--- src/include/adcseq_cfg.svh ---
// Offsets, field positions, reset values and timing counts
`ifndef ADCSEQ_CFG_SVH
`define ADCSEQ_CFG_SVH
`define ADCSEQ_OFF_CTRL_A     8'h00
`define ADCSEQ_OFF_CTRL_B     8'h04
`define ADCSEQ_OFF_INSEL      8'h08
`define ADCSEQ_OFF_RES_LOW    8'h0c
`define ADCSEQ_OFF_RES_HIGH   8'h10
`define ADCSEQ_OFF_POWER      8'h14
`define ADCSEQ_BIT_ENABLE     7
`define ADCSEQ_BIT_START      6
`define ADCSEQ_BIT_AUTO       5
`define ADCSEQ_BIT_FLAG       4
`define ADCSEQ_BIT_LEFT       5
`define ADCSEQ_BIT_PWROFF     0
`define ADCSEQ_CTRL_A_RST     8'h00
`define ADCSEQ_CTRL_B_RST     3'h0
`define ADCSEQ_INSEL_RST      8'h00
`define ADCSEQ_PWROFF_RST     1'b0
`define ADCSEQ_TRIG_SELF      3'h0
`define ADCSEQ_SYNC_CYCLES    2'h3
`define ADCSEQ_HALF_SAMPLE_N  6'h03
`define ADCSEQ_HALF_SAMPLE_F  6'h1b
`define ADCSEQ_HALF_SAMPLE_A  6'h04
`define ADCSEQ_HALF_END_N     6'h1a
`define ADCSEQ_HALF_END_F     6'h32
`define ADCSEQ_HALF_END_A     6'h1b
`endif

--- src/include/adcseq_pkg.sv ---
// Types shared by the conversion sequencer
package adcseq_pkg;
   typedef enum logic [3:0] {
      ADCSEQ_IDLE = 4'b0001,
      ADCSEQ_WAIT = 4'b0010,
      ADCSEQ_SYNC = 4'b0100,
      ADCSEQ_CONV = 4'b1000
   } adcseq_state_t;
   typedef enum logic [1:0] {
      ADCSEQ_K_NORMAL = 2'h0,
      ADCSEQ_K_FIRST  = 2'h1,
      ADCSEQ_K_AUTO   = 2'h2
   } adcseq_kind_t;
endpackage

--- src/core/adcseq_top.sv ---
// Converter sequencing, prescaler, result and APB register logic
`timescale 1ns/1ps
`include "adcseq_cfg.svh"
module adcseq_top
(
   input  wire logic        pclk,
   input  wire logic        presetn,
   input  wire logic        psel,
   input  wire logic        penable,
   input  wire logic        pwrite,
   input  wire logic [7:0]  paddr,
   input  wire logic [31:0] pwdata,
   output logic      [31:0] prdata,
   output logic             pready,
   output logic             pslverr,
   input  wire logic [6:0]  trigger_in,
   input  wire logic [9:0]  conv_data,
   input  wire logic        irq_ack,
   output logic             converter_power,
   output logic             sample_hold,
   output logic      [3:0]  analog_channel,
   output logic      [1:0]  analog_reference,
   output logic             conversion_busy,
   output logic             complete_flag
);
   adcseq_pkg::adcseq_state_t state_reg;
   adcseq_pkg::adcseq_kind_t  kind_reg;
   logic [7:0] ctrl_a_reg;
   logic [2:0] ctrl_b_reg;
   logic [7:0] insel_reg;
   logic       power_off_reg;
   logic       start_reg;
   logic       flag_reg;
   logic       first_reg;
   logic       lock_reg;
   logic       trig_prev_reg;
   logic [1:0] sync_cnt_reg;
   logic [5:0] half_reg;
   logic [6:0] presc_reg;
   logic [9:0] result_reg;
   logic [5:0] cfg_reg;
   logic       sample_reg;
   logic       enable;
   logic       wr_acc;
   logic       rd_acc;
   logic       setup;
   logic [7:0] ratio;
   logic       rise_tick;
   logic       fall_tick;
   logic       half_tick;
   logic       trig_level;
   logic       trig_edge;
   logic       sw_start;
   logic [5:0] sample_pt;
   logic [5:0] end_pt;
   logic       done;
   logic       mapped;
   logic [7:0] res_low;
   logic [7:0] res_high;
   logic [7:0] rd_mux;

   assign setup   = psel & ~penable;
   assign wr_acc  = psel & penable & pwrite;
   assign rd_acc  = psel & penable & ~pwrite;
   assign pready  = 1'b1;
   assign mapped  = (paddr == `ADCSEQ_OFF_CTRL_A) ||
                    (paddr == `ADCSEQ_OFF_CTRL_B) ||
                    (paddr == `ADCSEQ_OFF_INSEL) ||
                    (paddr == `ADCSEQ_OFF_RES_LOW) ||
                    (paddr == `ADCSEQ_OFF_RES_HIGH) ||
                    (paddr == `ADCSEQ_OFF_POWER);
   assign pslverr = psel & penable & ~mapped;

   // Converter runs only when enabled and not powered down
   assign enable = ctrl_a_reg[`ADCSEQ_BIT_ENABLE] & ~power_off_reg;
   assign converter_power = enable;

   // Power-of-two ratio from 2 to 128
   assign ratio = (ctrl_a_reg[2:0] == 3'h7) ? 8'h80 :
                  8'(8'h02 << ctrl_a_reg[2:0]);
   assign rise_tick = (presc_reg >= 7'(ratio - 8'h01));
   assign fall_tick = (presc_reg == 7'((ratio >> 1) - 8'h01));
   assign half_tick = rise_tick | fall_tick;

   // Trigger selection, code zero is the own completion flag
   assign trig_level = (ctrl_b_reg == `ADCSEQ_TRIG_SELF) ? flag_reg :
                       trigger_in[3'(ctrl_b_reg - 3'h1)];
   assign trig_edge = trig_level & ~trig_prev_reg &
                      (ctrl_b_reg != `ADCSEQ_TRIG_SELF);
   assign sw_start = wr_acc & (paddr == `ADCSEQ_OFF_CTRL_A) &
                     pwdata[`ADCSEQ_BIT_START] & enable;

   always_comb
   begin
      case (kind_reg)
         adcseq_pkg::ADCSEQ_K_FIRST:
         begin
            sample_pt = `ADCSEQ_HALF_SAMPLE_F;
            end_pt    = `ADCSEQ_HALF_END_F;
         end
         adcseq_pkg::ADCSEQ_K_AUTO:
         begin
            sample_pt = `ADCSEQ_HALF_SAMPLE_A;
            end_pt    = `ADCSEQ_HALF_END_A;
         end
         default:
         begin
            sample_pt = `ADCSEQ_HALF_SAMPLE_N;
            end_pt    = `ADCSEQ_HALF_END_N;
         end
      endcase
   end

   assign done = (state_reg == adcseq_pkg::ADCSEQ_CONV) & half_tick &
                 (half_reg == 6'(end_pt - 6'h01));
   assign conversion_busy = start_reg;
   assign complete_flag   = flag_reg;
   assign sample_hold     = sample_reg;

   // Prescaler
   always_ff @(posedge pclk or negedge presetn)
   begin
      if (!presetn)
         presc_reg <= 7'h00;
      else if (!enable)
         presc_reg <= 7'h00;
      else if (state_reg == adcseq_pkg::ADCSEQ_IDLE &&
               ctrl_a_reg[`ADCSEQ_BIT_AUTO] && trig_edge)
         presc_reg <= 7'h00;
      else if (rise_tick)
         presc_reg <= 7'h00;
      else
         presc_reg <= presc_reg + 7'h01;
   end

   // Sequencer
   always_ff @(posedge pclk or negedge presetn)
   begin
      if (!presetn)
      begin
         state_reg    <= adcseq_pkg::ADCSEQ_IDLE;
         kind_reg     <= adcseq_pkg::ADCSEQ_K_NORMAL;
         half_reg     <= 6'h00;
         sync_cnt_reg <= 2'h0;
      end
      else if (!enable)
         state_reg <= adcseq_pkg::ADCSEQ_IDLE;
      else
      begin
         case (state_reg)
            adcseq_pkg::ADCSEQ_IDLE:
            begin
               if (sw_start)
                  state_reg <= adcseq_pkg::ADCSEQ_WAIT;
               else if (ctrl_a_reg[`ADCSEQ_BIT_AUTO] && trig_edge)
               begin
                  state_reg    <= adcseq_pkg::ADCSEQ_SYNC;
                  sync_cnt_reg <= 2'h1;
               end
            end
            adcseq_pkg::ADCSEQ_WAIT:
            begin
               if (rise_tick)
               begin
                  state_reg <= adcseq_pkg::ADCSEQ_CONV;
                  half_reg  <= 6'h00;
                  kind_reg  <= first_reg ? adcseq_pkg::ADCSEQ_K_FIRST :
                               adcseq_pkg::ADCSEQ_K_NORMAL;
               end
            end
            adcseq_pkg::ADCSEQ_SYNC:
            begin
               if (sync_cnt_reg == `ADCSEQ_SYNC_CYCLES)
               begin
                  state_reg <= adcseq_pkg::ADCSEQ_CONV;
                  half_reg  <= 6'h00;
                  kind_reg  <= first_reg ? adcseq_pkg::ADCSEQ_K_FIRST :
                               adcseq_pkg::ADCSEQ_K_AUTO;
               end
               else
                  sync_cnt_reg <= sync_cnt_reg + 2'h1;
            end
            adcseq_pkg::ADCSEQ_CONV:
            begin
               if (done)
               begin
                  half_reg <= 6'h00;
                  kind_reg <= adcseq_pkg::ADCSEQ_K_NORMAL;
                  if (!(ctrl_a_reg[`ADCSEQ_BIT_AUTO] &&
                        ctrl_b_reg == `ADCSEQ_TRIG_SELF))
                     state_reg <= adcseq_pkg::ADCSEQ_IDLE;
                  // Free running restarts on the next half cycle
               end
               else if (half_tick)
                  half_reg <= half_reg + 6'h01;
            end
            default:
               state_reg <= adcseq_pkg::ADCSEQ_IDLE;
         endcase
      end
   end

   // First-conversion marker, armed while disabled
   always_ff @(posedge pclk or negedge presetn)
   begin
      if (!presetn)
         first_reg <= 1'b1;
      else if (!enable)
         first_reg <= 1'b1;
      else if (state_reg == adcseq_pkg::ADCSEQ_CONV)
         first_reg <= 1'b0;
   end

   // Start bit reads one for any conversion in progress
   always_ff @(posedge pclk or negedge presetn)
   begin
      if (!presetn)
         start_reg <= 1'b0;
      else if (!enable)
         start_reg <= 1'b0;
      else if (sw_start || (state_reg == adcseq_pkg::ADCSEQ_IDLE &&
               ctrl_a_reg[`ADCSEQ_BIT_AUTO] && trig_edge))
         start_reg <= 1'b1;
      else if (done && !(ctrl_a_reg[`ADCSEQ_BIT_AUTO] &&
               ctrl_b_reg == `ADCSEQ_TRIG_SELF))
         start_reg <= 1'b0;
   end

   // Sample-and-hold strobe
   always_ff @(posedge pclk or negedge presetn)
   begin
      if (!presetn)
         sample_reg <= 1'b0;
      else
         sample_reg <= (state_reg == adcseq_pkg::ADCSEQ_CONV) & half_tick &
                       (half_reg == 6'(sample_pt - 6'h01));
   end

   // Trigger edge history
   always_ff @(posedge pclk or negedge presetn)
   begin
      if (!presetn)
         trig_prev_reg <= 1'b0;
      else
         trig_prev_reg <= trig_level;
   end

   // Completion flag, set wins over clear
   always_ff @(posedge pclk or negedge presetn)
   begin
      if (!presetn)
         flag_reg <= 1'b0;
      else if (done)
         flag_reg <= 1'b1;
      else if (irq_ack || (wr_acc && paddr == `ADCSEQ_OFF_CTRL_A &&
               pwdata[`ADCSEQ_BIT_FLAG]))
         flag_reg <= 1'b0;
   end

   // Result capture unless locked by a low-byte read
   always_ff @(posedge pclk or negedge presetn)
   begin
      if (!presetn)
         result_reg <= 10'h000;
      else if (done && !lock_reg)
         result_reg <= conv_data;
   end

   always_ff @(posedge pclk or negedge presetn)
   begin
      if (!presetn)
         lock_reg <= 1'b0;
      else if (rd_acc && paddr == `ADCSEQ_OFF_RES_LOW)
         lock_reg <= 1'b1;
      else if (rd_acc && paddr == `ADCSEQ_OFF_RES_HIGH)
         lock_reg <= 1'b0;
   end

   // Selection follows writes while enabled, except during a conversion before its last two half cycles
   always_ff @(posedge pclk or negedge presetn)
   begin
      if (!presetn)
         cfg_reg <= 6'h00;
      else if (enable && (state_reg != adcseq_pkg::ADCSEQ_CONV ||
               half_reg >= 6'(end_pt - 6'h02)))
         cfg_reg <= {insel_reg[7:6], insel_reg[3:0]};
   end
   assign analog_reference = cfg_reg[5:4];
   assign analog_channel   = cfg_reg[3:0];

   // Software registers
   always_ff @(posedge pclk or negedge presetn)
   begin
      if (!presetn)
      begin
         ctrl_a_reg    <= `ADCSEQ_CTRL_A_RST;
         ctrl_b_reg    <= `ADCSEQ_CTRL_B_RST;
         insel_reg     <= `ADCSEQ_INSEL_RST;
         power_off_reg <= `ADCSEQ_PWROFF_RST;
      end
      else if (wr_acc)
      begin
         case (paddr)
            `ADCSEQ_OFF_CTRL_A:
               ctrl_a_reg <= {pwdata[7:5], 1'b0, pwdata[3:0]};
            `ADCSEQ_OFF_CTRL_B:
               ctrl_b_reg <= pwdata[2:0];
            `ADCSEQ_OFF_INSEL:
               insel_reg <= {pwdata[7:5], 1'b0, pwdata[3:0]};
            `ADCSEQ_OFF_POWER:
               power_off_reg <= pwdata[`ADCSEQ_BIT_PWROFF];
            default:
               ctrl_b_reg <= ctrl_b_reg;
         endcase
      end
   end

   // Result justification
   assign res_high = insel_reg[`ADCSEQ_BIT_LEFT] ? result_reg[9:2] :
                     {6'h00, result_reg[9:8]};
   assign res_low  = insel_reg[`ADCSEQ_BIT_LEFT] ?
                     {result_reg[1:0], 6'h00} : result_reg[7:0];

   always_comb
   begin
      case (paddr)
         `ADCSEQ_OFF_CTRL_A:
            rd_mux = {ctrl_a_reg[7], start_reg, ctrl_a_reg[5], flag_reg,
                      ctrl_a_reg[3:0]};
         `ADCSEQ_OFF_CTRL_B:
            rd_mux = {5'h00, ctrl_b_reg};
         `ADCSEQ_OFF_INSEL:
            rd_mux = insel_reg;
         `ADCSEQ_OFF_RES_LOW:
            rd_mux = res_low;
         `ADCSEQ_OFF_RES_HIGH:
            rd_mux = res_high;
         `ADCSEQ_OFF_POWER:
            rd_mux = {7'h00, power_off_reg};
         default:
            rd_mux = 8'h00;
      endcase
   end

   // Read data registered in the setup cycle
   always_ff @(posedge pclk or negedge presetn)
   begin
      if (!presetn)
         prdata <= 32'h0000_0000;
      else if (setup)
         prdata <= {24'h00_0000, rd_mux};
   end
endmodule

--- config.mk ---
export PLATFORM = sky130hd
export DESIGN_NAME = adcseq_top
export DESIGN_NICKNAME = d
export VERILOG_FILES = /design/src/include/adcseq_pkg.sv /design/src/core/adcseq_top.sv
export VERILOG_INCLUDE_DIRS = /design/src /design/src/include
export SDC_FILE = /design/constraint.sdc
export NUM_CORES = 1
export LEC_CHECK = 0
export BUFFER_PORTS_ARGS = -buffer_cell sky130_fd_sc_hd__buf_2
export CAP_MARGIN = 40
export CORE_ASPECT_RATIO = 0.8
export CORE_UTILIZATION = 29
export CTS_BUF_LIST = sky130_fd_sc_hd__clkbuf_8
export DETAILED_ROUTE_END_ITERATION = 16
export PLACE_DENSITY = 0.56
export SLEW_MARGIN = 25
export SYNTH_ARGS = -nofsm -noshare
export SYNTH_HDL_FRONTEND = slang
export SYNTH_SLANG_ARGS = --single-unit
--- constraint.sdc ---
create_clock -name pclk -period 5.6 [get_ports pclk]
set_clock_uncertainty 0.2 [all_clocks]
set_input_delay 1.12 -clock pclk [delete_from_list [all_inputs] [get_ports pclk]]
set_output_delay 1.12 -clock pclk [all_outputs]
set_load 0.05 [all_outputs]
# == Yosys cells after proc, flatten, opt, wreduce, memory -nomap -nowiden ==
# Index checks and enable logic that the tools add are counted.
# W data, S select, Z words.
# word_totals
register_bits,69
out_inout_bits,44
# classes
muxes,44
shifts,1
reduce_logical,36
n_addsub,9
n_lt_le_gt_ge,3
n_eq_ne,31
bitwise,20
# ops
op,n
$pmux W8 S6,1
$mux W4,7
$mux W6,4
$mux W8,3
$mux W7,3
$reduce_and A5 Y1,4
$pmux W6 S3,1
$eq A8 B4 Y1 const B,2
$eq A8 B5 Y1 const B,2
$pmux W4 S4,1
$ne A3 B3 Y1 const B,5
$and A1 B1 Y1,14
$mux W2,7
$sub A7 B1 Y7 const B,2
$eq A6 B6 Y1,2
$mux W1,12
$ne A2 B2 Y1 const B,6
$pmux W6 S2,1
$logic_and A1 B1 Y1,11
$pmux W5 S2,1
$eq A8 B3 Y1 const B,1
$logic_not A8 Y1,1
$logic_or A1 B1 Y1,8
$ne A4 B4 Y1 const B,2
other kinds (31),43

# == Logic depth before layout (Yosys ltp) ==
# Gate-level depths: netlist (run 1).
# depth
word_depth,11
ltp_mapped,15

# == Worst setup path before layout (run 1) ==
# Ideal clock, no wire load.
# synth_timing
kind,register to register
from,register ctrl_a_reg[2]
to,register kind_reg[1]
t_arrival_ns,3.380
setup_ns,0.125
period_less_slack_ns,3.705
setup_slack_ns,1.895
stages_incl_launch_ff,15
cell_sequence,dfrtp_1 clkbuf_1 or3_4 ha_1 buf_4 nor3_1 a21oi_1 o21a_1 ha_1 nand3_1 o21a_1 a211o_1 clkbuf_1 a21oi_1 mux2_2
# synth_via
elab_chain_len,9
elab_cells_between_ends,13
# synth_lines
element,line,rtl
from (decl),adcseq_top.sv:28,logic [7:0] ctrl_a_reg;
from (signal assigned),adcseq_top.sv:296,ctrl_a_reg <= `ADCSEQ_CTRL_A_RST;
from (signal assigned),adcseq_top.sv:305,"ctrl_a_reg <= {pwdata[7:5], 1'b0, pwdata[3:0]};"
$shl A2 B3 Y8 or $eq A3 B3 Y1 (tied branches),"adcseq_top.sv:80, adcseq_top.sv:79",
$mux W8 (*),adcseq_top.sv:79,assign ratio = (ctrl_a_reg[2:0] == 3'h7) ? 8'h80 :
$sub A7 B1 Y7 (on tied branches),"adcseq_top.sv:81, adcseq_top.sv:82",
$ge A7 B7 Y1 or $eq A7 B7 Y1 (tied branches),"adcseq_top.sv:81, adcseq_top.sv:82",
$or A1 B1 Y1,adcseq_top.sv:83,assign half_tick = rise_tick | fall_tick;
$and A1 B1 Y1 (2 in series),adcseq_top.sv:114,assign done = (state_reg == adcseq_pkg::ADCSEQ_CONV) & half_tick &
$ne A2 B2 Y1 (no source line),--,
$reduce_and A5 Y1 (no source line) (*),--,
to (signal assigned),adcseq_top.sv:142,kind_reg <= adcseq_pkg::ADCSEQ_K_NORMAL;
to (signal assigned),adcseq_top.sv:167,kind_reg <= first_reg ? adcseq_pkg::ADCSEQ_K_FIRST :
to (signal assigned),adcseq_top.sv:177,kind_reg <= first_reg ? adcseq_pkg::ADCSEQ_K_FIRST :
to (decl),adcseq_top.sv:27,adcseq_pkg::adcseq_kind_t kind_reg;
# Mark *: on every way between the ends. The rest lies on a longest branch, timed or not.
# A chain may end at the register's enable or synchronous reset.

# == Worst setup path after layout (run 1) ==
# Ends and elaborated chain as after synthesis.

==> summary.md, run 1 <==
| Metric | Value |
|---|---|
| H-tree depth | 3 |
| Antenna Cells | 0 |
| Slew Limit Fails | 0 |
| Clock Sinks | roughly 70 |
| DP Wirelength | 7693 um |
| Total grt overflow | 0 |
| Synth-to-Final Area Change | 14.18% |
| Yosys top cell area share | 39.82% |
| Fin crit share | roughly 78% |
| Post-synth top cells | dfrtp_1, nand2_1, mux2_2 |
| Number of max-cap violations | 0 |
| Port bufs | 57 |
| Gr usage total | 14.68% |
| Pwr Density | 297.6 mW/mm^2 |
| Finished Cell Area | 0.004736 sq mm |
| Remaining antenna violation count | 0 |
| Synth area leader | dfrtp_1 |
| Synth Register Bits | 68 |
| Die area | 0.01479 sq mm |
| DP Area | 0.004534 sq mm |
| Max-slew headroom | 48.03% |
| WL/cell | between 15 and 20 um |
| Netlist cell types | 55 |
| RePlAce Congestion | 0.9054 |
| DRC violations left | 0 |
| Die Width | 135.7 um |
| Via count of the routed design | between 3000 and 4000 |
| Max FFs per register | 10 |
| Wl on met1 | ~5000 um |
| Syn_area_per_cell | 9.623 sq um |
| CTS Buf Count | 9 |
| VDD IR max | roughly 0.00015 V |
| Async SR Flop Fraction | 100.0% |
| Sum Neg Setup Slack | 0 ns |
| Global-route wire length before repair | 16470 um |
| Clock slew at reported path FFs | 0.08 ns |
| Outcome | finished, final reports clean |
| # IOs | 107 |
| Post_cts resized | 0 |
| Total core area | 0.01374 sq mm |
| CP Capture Type | flip-flop |
| Via density | 4.984 |
| Initial antenna violation count | 0 |
| HP Class | flip-flop to flip-flop |
| Endpoints failing setup | 0 |
| Largest cells by area after synthesis | dfrtp_1, mux2_2, buf_4 |
| Post-CTS Hold Buffers | 0 |
| Worst path required time | 5.64 ns |
| Fin crit period | 4.356 ns |
| Met2 Routed Length | 4335 um |
| CTS tree | built |
| RSZ-0062 raised after global routing | false |
| Die height | 109.0 um |
| Final hold vios | 0 |
| Synthesized instance count | between 400 and 500 |
| Prevailing post-synth register cell | dfrtp_1 |
| Largest net degree at the start of global routing | 43 |
| Yosys synthesis warning count | 0 |
| Most frequent cell after synthesis | dfrtp_1 |
| Clock latency on the worst-skew pair | 0.36 ns |
| Cell Rows | 38 |
| Leak Pwr | 2.183 nW |
| Number of global-route vias before repair | 3168 |
| Register area share after synthesis | 41.09% |
| Maximum clock rate | 229.6 MHz |
| Worst EP arrival | around 4.4 ns |
| Root Buffer | clkbuf_8 |
| Crit Path Category | flip-flop to flip-flop |
| Worst Setup Start Kind | flip-flop |
| Final-stage net count | 562 |
| Tightest Pin Transition | 0.7599 ns |
| WL final | 10120 um |
| Crit path max fanout | 16 |
| Post-CTS setup repair buffer count | 0 |
| Initial drt markers | 238 |
| Initial Utilization | 30.19% |
| 1st-pass router iterations | 4 |
| Highest routed layer | met4 |
| Number of flops mapped to enable cells by yosys | 0 |
| Met3 wire length | just under 500 um |
| Clk buf depth | 2 |
| Share of cells above drive strength 1 | 24.74% |
| Synth Cell Area | 0.004148 sq mm |
==> worst max-delay path, stage by stage, from the launching register on <==
cell      delay [ns]
dfrtp_1         0.57
clkinv_1        0.35
nand3_1         0.18
ha_1            0.48
nor2b_1         0.23
o21ai_0         0.11
o21a_1          0.12
ha_1            0.28
nand3_1         0.10
o21a_1          0.25
a211o_1         0.43
a21oi_1         0.53
mux2_2          0.40
==> power by group <==
part           leakage (nW)  total, mW  switching (mW)  internal (mW)
Clock                0.0877      0.415           0.208          0.207
Sequential            0.901      0.616          0.0764          0.540
Combinational          1.19      0.378           0.235          0.143
Total                  2.18       1.41           0.520          0.890
==> metrics by stage <==
step | std cells | setup WS [ns] | total power [mW] | util (%) | hold slack (ns)
2_1_floorplan | 454 | 1.895 | 0.9119 | - | 0.2576
3_3_place_gp | 651 | 1.304 | 0.9831 | 32.78 | 0.2637
3_5_place_dp | 653 | 1.272 | 1.004 | 33.00 | 0.2693
4_1_cts | 669 | 1.248 | 1.421 | 34.47 | 0.2889
5_1_grt | 669 | 0.9043 | 1.498 | 34.47 | 0.3277
6_report | 669 | 1.244 | 1.409 | 34.47 | 0.2836
==> cells in the final DEF (no fill, tap or decap), types with 3 or more instances in the layout <==
master,instances
a211oi_1,4
a21oi_1,28
a22o_1,4
a22oi_1,3
a31oi_1,5
and3_1,7
buf_2,57
buf_4,3
clkbuf_8,9
clkinvlp_4,4
conb_1,25
dfrtp_1,66
ha_1,15
inv_1,16
mux2_2,33
mux2i_1,8
nand2_1,38
nand2b_1,4
nand3_1,14
nand3b_1,6
nor2_1,32
nor2b_1,7
nor3_1,12
nor4b_1,4
o21a_1,4
o21ai_0,21
o22ai_1,3
o31ai_1,7
or4_1,5
xnor2_1,5
xor2_1,4
==> worst paths after layout <==
kind,slack [ns],endpoint,startpoint,cells after the start
setup / recovery,1.24,kind_reg[1]$_DFFE_PN0P_,ctrl_a_reg[2]$_DFFE_PN0P_,12
hold / removal,0.28,prdata[0]$_DFFE_PN0P_,prdata[0]$_DFFE_PN0P_,2
setup reg to reg,1.24,kind_reg[1]$_DFFE_PN0P_,ctrl_a_reg[2]$_DFFE_PN0P_,12
hold reg to reg,0.28,prdata[0]$_DFFE_PN0P_,prdata[0]$_DFFE_PN0P_,2
max in group asynchronous,4.10,ctrl_a_reg[1]$_DFFE_PN0P_,presetn,3
min in group asynchronous,0.56,state_reg[1]$_DFFE_PN0P_,presetn,2
==> metal layers <==
metal  vias to the layer above  global-route usage, %
met3                        12                  3.301
met4                         0                  4.815
li1                       1624                      -
met1                      1629                  21.11
met5                         -                      0
met2                        69                  21.54
==> final cells by class <==
| class | instances | area, sq um |
|---|---|---|
| clock buffer | 9 | 123.9 |
| tap | 180 | 225.2 |
| inverter | 17 | 63.81 |
| sequential | 68 | 1704 |
| multi-input combinational | 326 | 2203 |
| timing repair buffer | 62 | 337.8 |
| fill | 1406 | 9005 |
| clock inverter | 7 | 77.57 |
==> cell families after synthesis <==
family	count (synthesis)	share of synthesized area [%]
simple gates	136	16.74
compound gates	98	15.72
flops	68	41.09
buf+inv	60	7.873
mux	43	11.98
fa+ha+maj	15	4.525
xor+xnor	9	1.900
other cells	2	0.1811
(Power assumes the default switching activity.)
==> run 2: changes to the inputs <==
--- a/config.mk
+++ b/config.mk
@@ -6,13 +6,14 @@
 export SDC_FILE = /design/constraint.sdc
 export NUM_CORES = 1
 export LEC_CHECK = 0
+export ABC_AREA = 1
 export BUFFER_PORTS_ARGS = -buffer_cell sky130_fd_sc_hd__buf_2
 export CAP_MARGIN = 40
 export CORE_ASPECT_RATIO = 0.8
 export CORE_UTILIZATION = 29
 export CTS_BUF_LIST = sky130_fd_sc_hd__clkbuf_8
 export DETAILED_ROUTE_END_ITERATION = 16
-export PLACE_DENSITY = 0.56
+export PLACE_DENSITY = 0.58
 export SLEW_MARGIN = 25
 export SYNTH_ARGS = -nofsm -noshare
 export SYNTH_HDL_FRONTEND = slang
==> constraint.sdc (replaced) <==
create_clock -name pclk -period 3.8 [get_ports pclk]
set_clock_uncertainty 0.2 [all_clocks]
set_input_delay 0.76 -clock pclk [delete_from_list [all_inputs] [get_ports pclk]]
set_output_delay 0.76 -clock pclk [all_outputs]
set_load 0.05 [all_outputs]
==> summary.md, run 2 <==
| Metric | Value |
|---|---|
| Initial drt markers | 241 (was 238) |
| Die Width | 136.0 um (was 135.7 um) |
| Fin crit period | 3.085 ns (was 4.356 ns) |
| Global-route wire length before repair | 17230 um (was 16470 um) |
| H-tree depth | 3 (unchanged) |
| Die height | 109.2 um (was 109.0 um) |
| WL/cell | 12.83 um (was 15.13 um) |
| Largest net degree at the start of global routing | 44 (was 43) |
| Crit-path leading delay family | simple AND/OR/NAND/NOR gates (was compound AO/OA/AOI/OAI gates) |
| DP Wirelength | 7906 um (was 7693 um) |
| Leak Pwr | 2.443 nW (was 2.183 nW) |
| HP Class | primary input to asynchronous set/reset pin (was flip-flop to flip-flop) |
| Crit-path cells | inv_4 > nand2_1 > ha_1 > nand4_1 > nand2_2 > ha_1 > nand2_1 > nor2_1 > nor3_1 > and2_1 > inv_1 > nor2_1 > nand2_1 > nor3b_1 (was clkinv_1 > nand3_1 > ha_1 > nor2b_1 > o21ai_0 > o21a_1 > ha_1 > nand3_1 > o21a_1 > a211o_1 > a21oi_1 > mux2_2) |
| Die area | 0.01485 sq mm (was 0.01479 sq mm) |
| CTS tree | built (unchanged) |
| Synth-to-Final Area Change | 15.05% (was 14.18%) |
| # fillers | 1474 (was 1406) |
| WL final | 10080 um (was 10120 um) |
| Async SR Flop Fraction | 100.0% (unchanged) |
| DRC violations left | 0 (unchanged) |
| Clock latency on the worst-skew pair | 0.35 ns (was 0.36 ns) |
| Number of flops mapped to enable cells by yosys | 0 (unchanged) |
| Largest cells by area after synthesis | dfrtp_1, nand2_1, inv_1 (was dfrtp_1, mux2_2, buf_4) |
| Endpoints failing setup | 0 (unchanged) |
| Slowest cell delay on critical path | 0.59 ns (was 0.57 ns) |
| Post_cts resized | 0 (unchanged) |
| Crit Path Category | flip-flop to flip-flop (unchanged) |
| Dpl ws | 0.7002 ns (was 1.272 ns) |
| Total core area | 0.01379 sq mm (was 0.01374 sq mm) |
| Register area share after synthesis | 40.90% (was 41.09%) |
| Post-synth top cells | nand2_1, dfrtp_1, inv_1 (was dfrtp_1, nand2_1, mux2_2) |
| RePlAce Congestion | 0.8980 (was 0.9054) |
| Clk buf depth | 2 (unchanged) |
| Netlist cell types | 47 (was 55) |
| Commonest cells after routing, fill and taps aside | nand2_1, dfrtp_1, inv_1 (was dfrtp_1, buf_2, nand2_1) |
| Port bufs | 57 (unchanged) |
| Initial Utilization | 30.22% (was 30.19%) |
| Remaining antenna violation count | 0 (unchanged) |
| Clock Sinks | 68 (unchanged) |
| Post-CTS Hold Buffers | 0 (unchanged) |
| Worst Setup Start Kind | flip-flop (unchanged) |
| Cell Rows | 38 (unchanged) |
| Max FFs per register | 10 (unchanged) |
| Syn_area_per_cell | 7.730 sq um (was 9.623 sq um) |
| Slew Limit Fails | 0 (unchanged) |
| Yosys synthesis warning count | 0 (unchanged) |
| Clock slew at reported path FFs | 0.08 ns (about the same) |
| Via density | 4.594 (was 4.984) |
| Pwr Density | 341.9 mW/mm^2 (was 297.6 mW/mm^2) |
| CTS Buf Count | 9 (unchanged) |
| Share of cells above drive strength 1 | 18.81% (was 24.74%) |
| Synth Cell Area | 0.004166 sq mm (was 0.004148 sq mm) |
| Synthesized instance count | 539 (was 431) |
| CP most frequent cell | nand2_1 |
| Crit path max fanout | 8 (was 16) |
| Worst path required time | 3.86 ns (was 5.64 ns) |
| Fin crit share | 81.19% (was 77.78%) |
| Final-stage net count | 679 (was 562) |
| Synth area leader | dfrtp_1 (unchanged) |
| VDD IR max | 0.0001650 V (was 0.0001514 V) |
| Most common cell after layout, fill and taps aside | nand2_1 (was dfrtp_1) |
| Synth Register Bits | 68 (unchanged) |
| # IOs | 107 (unchanged) |
| Tightest Pin Transition | 0.6197 ns (was 0.7599 ns) |
| Number of max-cap violations | 0 (unchanged) |
| Sum Neg Setup Slack | 0 ns (unchanged) |
| Antenna Cells | 0 (unchanged) |
| Critical path's slowest cell | dfrtp_1 (unchanged) |
| Final setup margin | 0.7148 ns (was 1.244 ns) |
| Max-slew headroom | 58.54% (was 48.03%) |
| Outcome | finished, final reports clean (unchanged) |
| Gr usage total | 15.01% (was 14.68%) |
| Register area | 0.001704 sq mm (unchanged) |
| Via count of the routed design | 3611 (was 3334) |
| RSZ-0062 raised after global routing | false (unchanged) |
| Most frequent cell after synthesis | nand2_1 (was dfrtp_1) |
| Area of the multi-input gates | 0.002042 sq mm (was 0.002203 sq mm) |
| Total grt overflow | 0 (unchanged) |
| Maximum clock rate | 324.1 MHz (was 229.6 MHz) |
| Worst path buffer plus inverter count | 2 (was 1) |
| Worst EP arrival | 3.15 ns (was 4.40 ns) |
| Initial antenna violation count | 0 (unchanged) |
| 1st-pass router iterations | 4 (unchanged) |
| Final hold vios | 0 (unchanged) |
| Number of global-route vias before repair | 3563 (was 3168) |
| Power Total | 1.639 mW (was 1.409 mW) |
| Yosys top cell area share | 39.64% (was 39.82%) |
| Prevailing post-synth register cell | dfrtp_1 (unchanged) |
| Reg2Reg Setup Slack | 0.71 ns (was 1.24 ns) |
| Post-CTS setup repair buffer count | 0 (unchanged) |
| Root Buffer | clkbuf_8 (unchanged) |
| CP Capture Type | flip-flop (unchanged) |
-- run 2: changes by cell type in the layout (fill, tap and decap cells not counted), sizes merged, moves of 18 or more --
cell   delta
nor2     +18
mux2     -29
nand3    +25
nand2   +107
o21ai    +22
inv      +54
-- run 2: stage by stage --
stage / hold WS [ns] / instances / area, sq um / util, %
after floorplan: 0.2422 / 562 / 4253 / -
after global placement: 0.2682 / 769 / 4541 / 32.93
after detailed placement: 0.2686 / 770 / 4568 / 33.13
after CTS: 0.1947 / 786 / 4793 / 34.76
after global routing: 0.2045 / 786 / 4793 / 34.76
final: 0.1996 / 786 / 4793 / 34.76
-- run 2: final cells by class --
cell class	count	area share, %
clock inverter	6	1.827
inverter	71	5.612
sequential	68	35.55
clock buffer	10	2.871
tap	180	4.699
timing repair buffer	60	6.839
multi-input combinational	391	42.60
-- run 2: metal layers --
metal | GRT usage (%) | part of all wire [%] | vias up
met3 | 3.626 | 4.8 | 14
li1 | - | - | 1819
met1 | 19.81 | 48 | 1689
met2 | 23.75 | 45 | 89
met5 | 0 | 0 | -
met4 | 5.476 | 1.8 | 0
-- run 2: kinds of logic (layout without fill, tap and decap cells) --
family          count (synthesis)  in the layout  synth area share (%)
compound gates                 74             74                 10.12
xor+xnor                       10             10                 2.102
fa+ha+maj                      15             15                 4.505
buf+inv                       103            147                 12.16
flops                          68             68                 40.90
mux                             4              4                 1.081
other cells                     2             25                0.1802
simple gates                  263            263                 28.95
-- run 2: path summary, 6_finish.rpt --
kind / startpoint / end / depth (start not counted)
worst max-delay path: ctrl_a_reg[2]$_DFFE_PN0P_ / presc_reg[4]$_DFF_PN0_ / 14
worst min-delay path: presetn / lock_reg$_DFFE_PN0P_ / 2
worst max register to register: ctrl_a_reg[2]$_DFFE_PN0P_ / presc_reg[4]$_DFF_PN0_ / 14
worst min register to register: prdata[3]$_DFFE_PN0P_ / prdata[3]$_DFFE_PN0P_ / 2
max in group asynchronous: presetn / state_reg[0]$_DFFE_PN1P_ / 3
min in group pclk: prdata[3]$_DFFE_PN0P_ / prdata[3]$_DFFE_PN0P_ / 2
-- run 2: report_power, final --
group | internal (mW) | leakage [nW] | switching (mW)
combinational | 0.0461 | 1.49 | 0.166
sequential | 0.740 | 0.833 | 0.0140
clock | 0.387 | 0.116 | 0.285
total | 1.17 | 2.44 | 0.465
==> run 3: changes to the inputs <==
--- a/config.mk
+++ b/config.mk
@@ -6,7 +6,7 @@
 export SDC_FILE = /design/constraint.sdc
 export NUM_CORES = 1
 export LEC_CHECK = 0
-export ABC_AREA = 1
+export ABC_AREA = 0
 export BUFFER_PORTS_ARGS = -buffer_cell sky130_fd_sc_hd__buf_2
 export CAP_MARGIN = 40
 export CORE_ASPECT_RATIO = 0.8
==> constraint.sdc (replaced) <==
create_clock -name pclk -period 2.5 [get_ports pclk]
set_clock_uncertainty 0.2 [all_clocks]
set_input_delay 0.5 -clock pclk [delete_from_list [all_inputs] [get_ports pclk]]
set_output_delay 0.5 -clock pclk [all_outputs]
set_load 0.05 [all_outputs]
==> summary.md, run 3 (same netlist as run 1, synthesis figures left out) <==
| Metric | Value |
|---|---|
| Root Buffer | clkbuf_8 (unchanged) |
| Antenna Cells | 0 (unchanged) |
| Worst Setup Start Kind | flip-flop (unchanged) |
| Via density | 5.056 (was 4.594) |
| Clk buf depth | 2 (unchanged) |
| Clock latency on the worst-skew pair | 0.34 ns (was 0.35 ns) |
| CTS Buf Count | 9 (unchanged) |
| H-tree depth | 3 (unchanged) |
| Global-route wire length before repair | 19600 um (was 17230 um) |
| Clock Sinks | 68 (unchanged) |
| Max-slew headroom | 60.76% (was 58.54%) |
| Worst EP arrival | 3.35 ns (was 3.15 ns) |
| WHS Path Cells | 2 |
| Total core area | 0.01374 sq mm (was 0.01379 sq mm) |
| Die Width | 135.7 um (was 136.0 um) |
| Slew Limit Fails | 0 (unchanged) |
| VDD IR max | 0.0004665 V (was 0.0001650 V) |
| Pwr Density | 653.7 mW/mm^2 (was 341.9 mW/mm^2) |
| Reg2Reg Setup Slack | -0.78 ns (was 0.71 ns) |
| 1st-pass router iterations | 4 (unchanged) |
| RSZ-0062 raised after global routing | true (was false) |
| Gr usage total | 17.43% (was 15.01%) |
| Die area | 0.01479 sq mm (was 0.01485 sq mm) |
| CTS tree | built (unchanged) |
| Hold Path Origin | conv_data[1] |
| WL/cell | 16.42 um (was 12.83 um) |
| Crit Path Category | flip-flop to flip-flop (unchanged) |
| Clock slew at reported path FFs | 0.08 ns (about the same) |
| Via count of the routed design | 3711 (was 3611) |
| Total grt overflow | 0 (unchanged) |
| Hold Path End | result_reg[1]$_DFFE_PN0P_ |
| Crit path max fanout | 5 (was 8) |
| WL final | 12050 um (was 10080 um) |
| Largest net degree at the start of global routing | 29 (was 44) |
| Tightest Pin Transition | 0.5886 ns (was 0.6197 ns) |
| RR Startpoint | ctrl_a_reg[1]$_DFFE_PN0P_ (was ctrl_a_reg[2]$_DFFE_PN0P_) |
| Port bufs | 57 (unchanged) |
| Maximum clock rate | 305.1 MHz (was 324.1 MHz) |
| Synth-to-Final Area Change | 34.36% (was 15.05%) |
| Share of cells above drive strength 1 | 39.71% (was 18.81%) |
| Final hold vios | 0 (unchanged) |
| Worst hold slack | 0.2005 ns (was 0.1996 ns) |
| Endpoints failing setup | 33 (was 0) |
| Final-stage net count | 627 (was 679) |
| Fin crit share | 131.1% (was 81.19%) |
| Leak Pwr | 2.595 nW (was 2.443 nW) |
| DP Cell Count | 707 (was 770) |
| DP Wirelength | 8880 um (was 7906 um) |
| CP Capture Type | flip-flop (unchanged) |
| DRC violations left | 0 (unchanged) |
| Initial Utilization | 30.19% (was 30.22%) |
| Commonest cells after routing, fill and taps aside | dfrtp_1, buf_4, buf_2 (was nand2_1, dfrtp_1, inv_1) |
| # fillers | 1335 (was 1474) |
| Failing checks | negative setup slack |
| Final setup margin | -0.7771 ns (was 0.7148 ns) |
| Number of max-cap violations | 0 (unchanged) |
| HP Class | primary input to flip-flop (was primary input to asynchronous set/reset pin) |
| R2r endpoint | half_reg[5]$_DFFE_PN0P_ (was presc_reg[4]$_DFF_PN0_) |
| Initial antenna violation count | 0 (unchanged) |
| Final non-filler cell total | 734 (was 786) |
| Most common cell after layout, fill and taps aside | dfrtp_1 (was nand2_1) |
| Remaining antenna violation count | 0 (unchanged) |
| Fin crit period | 3.277 ns (was 3.085 ns) |
| Max FFs per register | 10 (unchanged) |
| Worst path required time | 2.57 ns (was 3.86 ns) |
| Outcome | complete, but fails checks (was finished, final reports clean) |
| Initial drt markers | 206 (was 241) |
| Cell Rows | 38 (unchanged) |
| R2r worst-path depth | 13 (was 14) |
| # IOs | 107 (unchanged) |
| Die height | 109.0 um (was 109.2 um) |
| RePlAce Congestion | 0.8412 (was 0.8980) |
| Number of global-route vias before repair | 3718 (was 3563) |
[run 3: power breakdown]
group          internal [mW]  switching, mW  total, mW
registers               1.21          0.143       1.35
logic                  0.592          0.705       1.30
clock network          0.569          0.424      0.992
total                   2.37           1.27       3.64
[run 3: what timing repair did]
action | 4_1_cts | 5_1_grt
gates resized for setup | 46 | 14
cloned | 1 | 0
endpoints found under the hold margin | 18 | 0
setup buffers | 9 | 2
hold buffers | 1 | 0
pin swaps | 19 | 9
endpoints found under the setup margin | 33 | 40
[run 3: how the worst max path moves through the flow]
stage | startpoint | end
after floorplan | ctrl_a_reg[2]$_DFFE_PN0P_ | half_reg[2]$_DFFE_PN0P_
after detailed placement | ctrl_a_reg[1]$_DFFE_PN0P_ | half_reg[5]$_DFFE_PN0P_
after CTS | ctrl_a_reg[0]$_DFFE_PN0P_ | half_reg[5]$_DFFE_PN0P_
final | ctrl_a_reg[1]$_DFFE_PN0P_ | half_reg[5]$_DFFE_PN0P_
after global routing | ctrl_a_reg[1]$_DFFE_PN0P_ | half_reg[0]$_DFFE_PN0P_
after global placement | ctrl_a_reg[1]$_DFFE_PN0P_ | half_reg[5]$_DFFE_PN0P_
[run 3: area by class of cell]
class | count | area (sq um) | share of cell area [%]
clock buffer | 13 | 178.9 | 3.211
clock inverter | 3 | 42.54 | 0.7634
inverter | 17 | 63.81 | 1.145
multi-input combinational | 327 | 2497 | 44.81
sequential | 68 | 1704 | 30.58
tap | 180 | 225.2 | 4.041
timing repair buffer | 126 | 860.8 | 15.45
[run 3: critical path, stage by stage (launching register included)]
cell     delay, ns
dfrtp_1       0.39
or3_4         0.41
ha_4          0.19
nor3_2        0.11
a21oi_1       0.05
o21a_1        0.20
ha_4          0.27
a21o_1        0.12
a21oi_2       0.06
o21a_1        0.13
a211o_4       0.36
buf_6         0.13
or4_1         0.45
a21oi_1       0.15
[run 3: routing by layer]
layer  up-vias  GRT usage [%]  wire (um)
met4         0          5.377        157
met2       120          26.17       5345
met1      1829          24.75       5770
met5         -              0          0
li1       1754              -          -
met3         8          3.859        780
[run 3: metrics by stage]
stage / total power, mW / worst slack (ns) / utilization (%) / area (sq um) / setup TNS [ns]
6_report: 3.643 / -0.7771 / 40.56 / 5573 / -18.64
2_1_floorplan: 2.074 / -0.8960 / - / 4335 / -20.67
4_1_cts: 3.609 / -0.7635 / 39.94 / 5488 / -17.53
5_1_grt: 3.866 / -0.8531 / 40.56 / 5573 / -21.91
3_5_place_dp: 2.494 / -0.8223 / 36.51 / 5017 / -19.99
3_3_place_gp: 2.457 / -0.7546 / 36.51 / 5017 / -17.88
